$ cat config.mk
export PLATFORM = sky130hd
export DESIGN_NAME = sso_ctrl
export DESIGN_NICKNAME = d
export VERILOG_FILES = /design/src/include/sso_pkg.sv /design/src/logic/sso_tick.sv /design/src/logic/sso_ctrl.sv
export SDC_FILE = /design/constraint.sdc
export NUM_CORES = 1
export LEC_CHECK = 0
export CAP_MARGIN = 10
export CELL_PAD_IN_SITES_DETAIL_PLACEMENT = 1
export CELL_PAD_IN_SITES_GLOBAL_PLACEMENT = 2
export CORE_MARGIN = 2
export CORE_UTILIZATION = 32
export CTS_BUF_LIST = sky130_fd_sc_hd__clkbuf_8 sky130_fd_sc_hd__clkbuf_16
export DETAILED_ROUTE_END_ITERATION = 8
export DONT_BUFFER_PORTS = 1
export PLACE_DENSITY_LB_ADDON = 0.1
export SYNTH_ARGS = -nofsm -noshare
export SYNTH_HDL_FRONTEND = slang
export SYNTH_SLANG_ARGS = --single-unit
$ cat constraint.sdc
create_clock -name clk -period 4.6 [get_ports clk]
set_input_delay 0.69 -clock clk [delete_from_list [all_inputs] [get_ports clk]]
set_output_delay 0.69 -clock clk [all_outputs]
set_load 0.03 [all_outputs]
$ cat src/include/sso_pkg.sv
// constants and types shared by the start and output control logic
// assumes a single 50 mhz clock and a 1 ms tick derived from it
`default_nettype none
package sso_pkg;
  // ----------------------------------------------------------------
  // timing
  // ----------------------------------------------------------------
  localparam int CLK_HZ          = 50_000_000;
  localparam int TICK_US         = 1000;
  localparam int TICK_CYCLES     = (CLK_HZ / 1_000_000) * TICK_US;
  localparam int SYNC_WINDOW_MS  = 500;
  localparam int ACT_DELAY_MS    = 50;   // inside the 100 ms bound
  localparam int START_PULSE_MS  = 80;
  localparam int POWERON_WAIT_MS = 2500;
  localparam int MS_W            = 12;
  // ----------------------------------------------------------------
  // selector and states
  // ----------------------------------------------------------------
  localparam logic [2:0] SEL_RESET = 3'h0;  // position 1
  typedef enum logic [2:0] {
    SSO_OFF, SSO_ARMED, SSO_DELAY, SSO_ON, SSO_LOCK
  } sso_state_type;
endpackage
`default_nettype wire

$ cat src/logic/sso_tick.sv
// millisecond enable divider
// assumes clk at the package clock rate
`default_nettype none
module sso_tick
  import sso_pkg::*;
#(
  parameter int CYCLES = TICK_CYCLES
) (
  input  wire logic clk,
  input  wire logic reset_n,
  output logic      tick
);
  typedef struct packed {
    logic [31:0] cnt;
    logic        tick;
  } sso_tick_type;
  sso_tick_type s_q, s_d;
  // count down, pulse one cycle on wrap
  always_comb begin
    s_d = s_q;
    s_d.tick = 1'b0;
    if (s_q.cnt == 32'h0) begin
      s_d.cnt = 32'(CYCLES - 1);
      s_d.tick = 1'b1;
    end else begin
      s_d.cnt = s_q.cnt - 32'h1;
    end
  end
  always_ff @(posedge clk) begin
    if (!reset_n) s_q <= '0;
    else s_q <= s_d;
  end
  assign tick = s_q.tick;
endmodule
`default_nettype wire

$ cat src/logic/sso_ctrl.sv
// start function and output enable control for a two channel sensor
// assumes pins asynchronous to clk; reset_n is power-on reset
// Notes on behaviour
// - interlock monitored, no test pulses applied
// - third input unused or cancels delay; here it is only forwarded as delay_cancel_req
// - start function governs every output activation
// - automatic start energizes within 100 ms
// - outputs drop within 20 ms always
// - manual start needs start and inputs
// - monitored start energizes on falling edge
// - monitored start energizes within 100 ms
// - startup test needs inputs cycled off, on
// - inputs inactive at power-up pass test
// - selector decodes mode, test, dynamization
// - safe state is outputs off
`default_nettype none
module sso_ctrl
  import sso_pkg::*;
#(
  parameter int TICK_DIV = TICK_CYCLES
) (
  input  wire logic       clk,
  input  wire logic       reset_n,
  input  wire logic       chan_a_input,
  input  wire logic       chan_b_input,
  input  wire logic       start_input,
  input  wire logic       delay_cancel_input,
  input  wire logic [2:0] start_selector,
  output logic            outputs_energized,
  output logic            sync_fault,
  output logic            dynamization_en,
  output logic            delay_cancel_req,
  output logic            test_pulse_en
);
  // ----------------------------------------------------------------
  // state
  // ----------------------------------------------------------------
  typedef struct packed {
    logic [1:0]    a_sync, b_sync, s_sync, c_sync;
    logic          sel_done;
    logic          mon_mode, test_mode, dyn_mode;
    logic          test_seen_off;
    logic          start_prev;
    logic          start_long;
    logic          inputs_seen;
    logic [MS_W-1:0] sync_ms, start_ms, pwr_ms, dly_ms;
    sso_state_type st;
    logic          out, fault, cancel;
  } sso_ctrl_type;
  sso_ctrl_type s_q, s_d;
  logic tick;
  // divider is a parameter so a bench can shorten the millisecond
  sso_tick #(
    .CYCLES (TICK_DIV)
  ) u_tick (
    .clk     (clk),
    .reset_n (reset_n),
    .tick    (tick)
  );
  // saturating millisecond counter, shared by all timers
  function automatic logic [MS_W-1:0] ms_inc(logic [MS_W-1:0] v,
                                             logic t);
    return (t && v != '1) ? v + 1'b1 : v;
  endfunction
  logic a, b, s, both, any, one;
  assign a    = s_q.a_sync[1];
  assign b    = s_q.b_sync[1];
  assign s    = s_q.s_sync[1];
  assign both = a & b;
  assign any  = a | b;
  assign one  = a ^ b;
  // ----------------------------------------------------------------
  // next state
  // ----------------------------------------------------------------
  always_comb begin
    s_d = s_q;
    // two flop synchronisers; only stage one feeds stage two
    s_d.a_sync = {s_q.a_sync[0], chan_a_input};
    s_d.b_sync = {s_q.b_sync[0], chan_b_input};
    s_d.s_sync = {s_q.s_sync[0], start_input};
    s_d.c_sync = {s_q.c_sync[0], delay_cancel_input};
    s_d.cancel = s_q.c_sync[1];
    s_d.pwr_ms = ms_inc(s_q.pwr_ms, tick);
    // selector caught once, unsynchronised, at the second millisecond tick, then frozen
    if (!s_q.sel_done && s_q.pwr_ms == 12'h2) begin
      s_d.sel_done  = 1'b1;
      s_d.mon_mode  = start_selector[1];
      s_d.test_mode = start_selector[0];       // even positions
      s_d.dyn_mode  = ~start_selector[2];      // positions 1 to 4
      // without startup test the gate is open from the start
      s_d.test_seen_off = ~any | ~start_selector[0];
    end
    if (s_q.sel_done && !any) s_d.test_seen_off = 1'b1;
    // start pulse length and edge for monitored start
    s_d.start_prev = s;
    s_d.start_ms = s ? ms_inc(s_q.start_ms, tick) : '0;
    if (s && s_q.start_ms >= MS_W'(START_PULSE_MS))
      s_d.start_long = 1'b1;
    if (s && both) s_d.inputs_seen = 1'b1;
    // discrepancy timer between channels
    s_d.sync_ms = one ? ms_inc(s_q.sync_ms, tick) : '0;
    s_d.dly_ms = ms_inc(s_q.dly_ms, tick);
    unique case (s_q.st)
      SSO_OFF: begin
        s_d.out = 1'b0;
        if (s_q.sel_done && s_q.test_seen_off && both)
          s_d.st = SSO_ARMED;
        if (!both) begin
          s_d.start_long  = 1'b0;
          s_d.inputs_seen = 1'b0;
        end
      end
      SSO_ARMED: begin
        if (!both) s_d.st = SSO_OFF;
        else if (s_q.mon_mode) begin
          // falling edge after a long enough pulse
          if (s_q.start_prev && !s && s_q.start_long &&
              s_q.pwr_ms >= MS_W'(POWERON_WAIT_MS)) begin
            s_d.st = SSO_DELAY;
            s_d.dly_ms = '0;
          end else if (!s) s_d.start_long = 1'b0;
        end else if (s) begin
          s_d.st = SSO_DELAY;
          s_d.dly_ms = '0;
        end
      end
      SSO_DELAY: begin
        if (!both || (!s_q.mon_mode && !s)) s_d.st = SSO_OFF;
        else if (s_q.dly_ms >= MS_W'(ACT_DELAY_MS)) begin
          s_d.st = SSO_ON;
          s_d.out = 1'b1;
        end
      end
      SSO_ON: begin
        // one cycle drop, well inside the response bound
        if (!both) begin
          s_d.st = SSO_OFF;
          s_d.out = 1'b0;
          s_d.start_long = 1'b0;
          s_d.inputs_seen = 1'b0;
        end
      end
      SSO_LOCK: begin
        s_d.out = 1'b0;
        if (!any) begin
          s_d.st = SSO_OFF;
          s_d.fault = 1'b0;
        end
      end
    endcase
    // interlock: one channel long without the other locks out
    if (s_q.sync_ms >= MS_W'(SYNC_WINDOW_MS) &&
        s_q.st != SSO_ON) begin
      s_d.st = SSO_LOCK;
      s_d.out = 1'b0;
      s_d.fault = 1'b1;
    end
  end
  always_ff @(posedge clk) begin
    if (!reset_n) begin
      s_q <= '0;
      s_q.st <= SSO_OFF;
    end else begin
      s_q <= s_d;
    end
  end
  // ----------------------------------------------------------------
  // outputs, all from flops except test_pulse_en, tied low
  // ----------------------------------------------------------------
  assign outputs_energized = s_q.out;
  assign sync_fault        = s_q.fault;
  assign dynamization_en   = s_q.dyn_mode;
  assign delay_cancel_req  = s_q.cancel;
  assign test_pulse_en     = 1'b0 & s_q.out;

  // ----------------------------------------------------------------
  // checks
  // ----------------------------------------------------------------
  drop_fast_a: assert property (@(posedge clk) disable iff (!reset_n)
    (s_q.st == SSO_ON && !both) |=> !outputs_energized)
    else $error("outputs not dropped after input loss");
  safe_off_a: assert property (@(posedge clk) disable iff (!reset_n)
    outputs_energized |-> $past(both))
    else $error("outputs on without both inputs");
  lock_off_a: assert property (@(posedge clk) disable iff (!reset_n)
    (s_q.st == SSO_LOCK) |-> !outputs_energized)
    else $error("outputs on during lockout");
  on_delay_a: assert property (@(posedge clk) disable iff (!reset_n)
    $rose(outputs_energized) |-> $past(s_q.st) == SSO_DELAY)
    else $error("outputs rose without activation delay");
  no_pulse_a: assert property (@(posedge clk) disable iff (!reset_n)
    !test_pulse_en)
    else $error("test pulses applied");
  sel_frozen_a: assert property (@(posedge clk) disable iff (!reset_n)
    $past(s_q.sel_done) |-> $stable(dynamization_en))
    else $error("selector changed after sampling");
  test_gate_a: assert property (@(posedge clk) disable iff (!reset_n)
    (s_q.st == SSO_ARMED) |-> s_q.test_seen_off)
    else $error("armed before startup test passed");
  man_start_a: assert property (@(posedge clk) disable iff (!reset_n)
    ($rose(s_q.st == SSO_DELAY) && !s_q.mon_mode) |-> $past(s))
    else $error("manual start without start input");
endmodule
`default_nettype wire

======== After elaboration in Yosys (flattened, before gate mapping) ========
Index checks and enable logic that the tools add are counted.
storage, ports and cells
  register bits ........................... 102
  input port bits ......................... 9
  output and inout bits ................... 5
  logic and storage cells ................. 132
operators by class
  add/sub/neg operators ................... 5
  magnitude comparators ................... 4
  equal/unequal tests ..................... 25
  muxes and demuxes ....................... 31
  bitwise gates (word level) .............. 8
  reductions and logical operators ........ 36
operator list
  operator                 count
  $add A12 B1 Y12 const B  4
  $ne A12 B12 Y1 const B   4
  $mux W15                 3
  $mux W12                 3
  $logic_not A32 Y1        1
  $sub A32 B1 Y32 const B  1
  $mux W16                 1
  $logic_and A1 B1 Y1      15
  $pmux W3 S5              1
  $mux W1                  13
  $eq A12 B2 Y1 const B    1
  $ge A12 B12 Y1 const B   1
  $ge A12 B6 Y1 const B    1
  $ge A12 B7 Y1 const B    1
  $ge A12 B9 Y1 const B    1
  $mux W3                  4
  $ne A3 B3 Y1 const B     4
  $ne A4 B4 Y1 const B     3
  $reduce_and A6 Y1        2
  $ne A2 B2 Y1 const B     5
  $ne A5 B5 Y1 const B     2
  $mux W4                  2
  $reduce_or A2 Y1         4
  $eq A3 B2 Y1 const B     2
  other kinds (19)         30

======== Logic depth before layout (Yosys ltp) ========
  word-level depth ........................ 9
  depth in mapped cells ................... 9
  mapped depth without buffers ............ 7

======== By module ========
From an unflattened synthesis, not the netlist that was laid out.
unflattened totals
  cells, all modules ...................... 567
  area, all modules ....................... 4991.0 µm²
modules (own cells, without submodules)
  module    instances  cells an instance  area each (µm²)  seq. area each (µm²)
  sso_ctrl  1          384                3311.9           1361.3
  sso_tick  1          183                1679.1           660.6

======== Worst setup path after synthesis ========
No wires, ideal clock.
  path kind ............................... flip-flop to flip-flop
  start ................................... register u_tick.s_q[1] in the netlist's numbering
  end ..................................... register u_tick.s_q[8] in the netlist's numbering
  library setup time ...................... 0.126 ns
  arrival ................................. 1.947 ns
  data required time ...................... 4.474 ns
  path slack .............................. 2.527 ns
  stages on the path, launching flop included .. 10
  buffers on the path ..................... 2
  period minus slack after synthesis ...... 2.073 ns
  path through ............................ dfxtp_1 > inv_1 > ha_1 > nor3b_1 > nand4b_1 > or4_1 > buf_2 > nand2_1 > buf_4 > a21oi_1
between the ends
  cells in the longest elaborated chain, start to end .. 2
  elaborated cells on any way between the ends .. 3
  those cells by class .................... 1 x add/sub; 2 x reduce/logical
ends and longest elaborated chain
  what                                                     line            source
  start: declaration                                       sso_tick.sv:17  sso_tick_type s_q, s_d;
  start signal: assignment                                 sso_tick.sv:30  if (!reset_n) s_q <= '0;
  start signal: assignment                                 sso_tick.sv:31  else s_q <= s_d;
  branches (longest 2 deep; another with $sub A32 B1 Y32)  n/a
Several ways; the timed one is not identified.
A chain may end at the register's enable or synchronous reset.

======== Worst setup path in the final report ========
  start ................................... register u_tick.s_q[1] in the netlist's numbering
  end ..................................... register u_tick.s_q[29] in the netlist's numbering
Same word-level chain as after synthesis.

==> results.md <==
- Peak VDD IR: roughly 0.18 mV
- Area fraction in and, or, nand and nor cells after synthesis: 26.78%
- Worst-path cell chain: inv_1 > ha_1 > nor3b_1 > nand4b_1 > or4_1 > nand2_1 > nor2_1
- Worst-case clock skew: 0.007445 ns
- Mapped Avg Cell Area: about 8.6 um^2
- Post-synthesis instance total: 544
- Clk pin slew, worst setup/hold paths: 0.07 ns
- TritonCTS clock tree: yes
- Max-capacitance violation count: 0
- Clk_lat worst skew: 0.34 ns
- Power density of the placed cells: 464.6 nW/um^2
- Deepest clock path buffer count: 2
- Maximum clock rate: 0.2954 GHz
- Post-CTS sizing: 0
- Die extent in x: 125.1 um
- Warnings, synthesis: 0
- CP Class: reg -> reg
- Xor-xnor portion of the synthesized cell area: 11.02%
- Relative slew slack: approximately half
- Worst hold margin: 0.4345 ns
- Antenna violations before repair: 1
- Top cells by area, synth: dfxtp_1 43%, xnor2_1 7.8%, nor2_1 7.5%
- Net count, final: ~560
- Type of destination of the critical path: register
- CTS root buf: clkbuf_16
- Hold Vio Cnt, Final: 0
- Sink count of the clock tree: just over 100
- Port-buffer cells: 0
- Violation count after the first detailed-route iteration: 122
- Portion of the clock cycle consumed by the worst path in the final layout: around three quarters
- Leading register cell type out of synthesis: dfxtp_1
- Post-synth top area cell: dfxtp_1
- Core footprint: 14,420 um^2
- RSZ-0062 raised after global routing: no
- Vias/cell: 5.055
- Area of combinational cells with multiple inputs: roughly 2500 um^2
- Number of enable-type register cells in the synthesized netlist: 0
- Slew at the pin closest to its max-slew limit: 0.7285 ns
- Register area share after synthesis: between 40% and 50%
- Filler-free cell count of the finished design: 724
- Drt pass-1 iters: 4
- Post-placement cell count: 706
- Type of origin of the critical path: register
- Async set or reset register ratio after synthesis: 0%
- Wire length of the first global-routing pass: roughly 18 mm
- Seq. cell area: 2022 um^2
- Total global routing overflow: 0
- Post-DP HPWL: 7.451 mm
- # H-tree levels: 3
- Post-Synth Adder-Cell Area: 3.201%
- TritonCTS Buffers: 9
- Final total negative setup slack: 0 ns
- Initial standard-cell utilization of the core: 32.52%
- Post-synth design cell area: 4691 um^2
- Vias in the first global route: 3,650
- Final Wtd Congestion: roughly 0.8
- Max-slew violation count: 0
- Detail Route Antenna Nets: 0
- Final Routed Wirelength: 10.67 mm
- Hold Buf Count CTS: 0
- Average detailed-routed wire length per instance: 14.74 um
- Global-route usage over all layers: 14.19%
- Synth top area share: a little over two fifths
- Vias after detailed routing: 3,660
- Compound-gate portion of the synthesized area: 10.11%
- Post-synthesis mux area share: 1.494%
- Cell with the largest stage delay on the worst path: or4_1
- Largest fanout of any net on the critical path: 20
- Setup violations, final: 0
- Total of flip-flops plus latches after synthesis: 101
- Number of library cell types mapped by synthesis: 55
- Worst endpoint data arrival time: 3.59 ns
- Setup repair bufs after CTS: 0
- FILL cells: 1,692
- Worst EP required: 4.80 ns
- Minimum clock period: 3.385 ns
- Core Rows: between 40 and 50
- Number of top-level pins: 14
- Die Y-Extent: 125.1 um
- Class of the most critical hold timing path: reg -> reg
- Layout-stage area growth over the synthesis result: 10.59%
- Largest net degree at the start of global routing: 30
- Dominant combinational cell family by area after synthesis: simple AND/OR/NAND/NOR gates
- Outcome: finished clean
- Slowest Stage Delay on Critical Path: 0.73 ns
- Fraction of layout instances using a drive strength above 1: 4.824%
- Number of design rule violations left after detail routing: 0
- Synthesized net count: 565
- Floorplan die area: 15,640 um^2
- Reported leakage power: 1.763 nW
cells by family after synthesis:
group,Yosys count
AOI/OAI and AO/OA,67
xor gates and xnor gates,59
adders and majority gates,12
buffers and inverters,47
DFF,101
muxes,7
other,1
and+or+nand+nor,250
where the power goes:
group / switching [mW] / internal, mW / leakage [nW]
Clock: 0.336 / 0.546 / 0.165
Combinational: 0.295 / 0.197 / 0.779
Sequential: 0.0840 / 0.952 / 0.819
Total: 0.715 / 1.69 / 1.76
final timing paths:
check,startpoint,endpoint,slack (ns),depth (start not counted)
worst max register to register,u_tick.s_q[1]$_SDFF_PN0_,u_tick.s_q[29]$_SDFF_PP0_,1.21,7
worst min-delay path,s_d[65]$_SDFF_PN0_,s$_SDFF_PN0_,0.43,1
worst min register to register,s_d[65]$_SDFF_PN0_,s$_SDFF_PN0_,0.43,1
worst max-delay path,u_tick.s_q[1]$_SDFF_PN0_,u_tick.s_q[29]$_SDFF_PP0_,1.21,7
cell usage after synthesis, drive strengths merged (2+ instances only):
cell	n
o211ai	2
nor3	27
ha	12
o41ai	3
a31oi	3
a211oi	7
xnor2	42
buf	8
nor2	94
or3	6
nand4b	3
or4	8
inv	24
nor4	16
a41oi	2
nor3b	3
nor2b	2
clkbuf	15
and4	3
a311oi	7
a21oi	17
o21ai	12
and3	7
nand3	21
mux2i	7
o31ai	3
and2	11
a41o	2
nand2b	2
dfxtp	101
nand4	12
xor2	17
nand2	30
worst max-delay path: cells and delay by family, from the launching register on:
kind,cells,cell delay (ns)
fa+ha+maj,1,0.18
simple gates,5,2.64
buf+inv,1,0.07
flops,1,0.35
layout make-up:
| type | count | area share [%] |
|---|---|---|
| well taps | 184 | 4.438 |
| repair buffers | 2 | 0.2894 |
| clock inverters | 6 | 2.123 |
| flip-flops and latches | 101 | 38.98 |
| diodes | 1 | 0.04824 |
| inverters | 24 | 1.737 |
| multi-input cells | 396 | 47.78 |
| clock buffers | 10 | 4.607 |
cell usage in the layout, fill, tap and decap left out, types with 2 or more instances in the layout:
cell type,netlist,layout
ha_1,12,12
o21ai_0,12,12
a311oi_1,6,6
nor4_2,2,2
inv_1,24,24
nor3_1,27,27
nand2b_1,2,2
clkbuf_16,0,9
o31ai_1,3,3
nor2b_1,2,2
nor2_1,94,94
a211oi_1,6,6
clkinvlp_4,0,2
and3_1,7,7
dfxtp_1,101,101
nand4b_1,3,3
mux2i_1,7,7
xnor2_1,42,42
o41ai_1,3,2
and2_1,11,11
bufinv_16,0,3
a31oi_1,3,3
a41o_1,2,2
or4_1,7,7
a41oi_1,2,2
or3_1,6,6
and4_1,3,3
nor3b_1,3,3
a21oi_1,17,17
nand2_1,30,30
nand3_1,21,21
o211ai_1,2,2
nor4_1,14,14
xor2_1,17,17
nand4_1,12,12
per-layer routing:
metal	wire length, um	global-route usage [%]	vias up
met5	0	0	-
met4	158	4.641	0
met3	255	3.594	10
met2	4914	23.15	27
met1	5344	18.43	1757
li1	-	-	1866
stage by stage:
| stage | power, mW | util [%] | setup WS, ns | cell area [um^2] |
|---|---|---|---|---|
| final | 2.410 | 35.96 | 1.215 | 5187 |
| after global routing | 2.567 | 35.95 | 0.7831 | 5185 |
| after CTS | 2.460 | 35.90 | 1.142 | 5177 |
| after detailed placement | 1.547 | 33.48 | 1.196 | 4828 |
| after global placement | 1.534 | 33.48 | 1.282 | 4828 |
| after floorplan | 1.444 | - | 2.527 | 4691 |
state kept, by name, indices dropped and copies added (netlist names):
name               cells
b                      1
dynamization_en        1
u_tick.s_q            32
s_q                   56
a                      1
u_tick.tick            1
delay_cancel_req       1
sync_fault             1
outputs_energized      1
s_d                    5
s                      1
(Power assumes the default switching activity.)
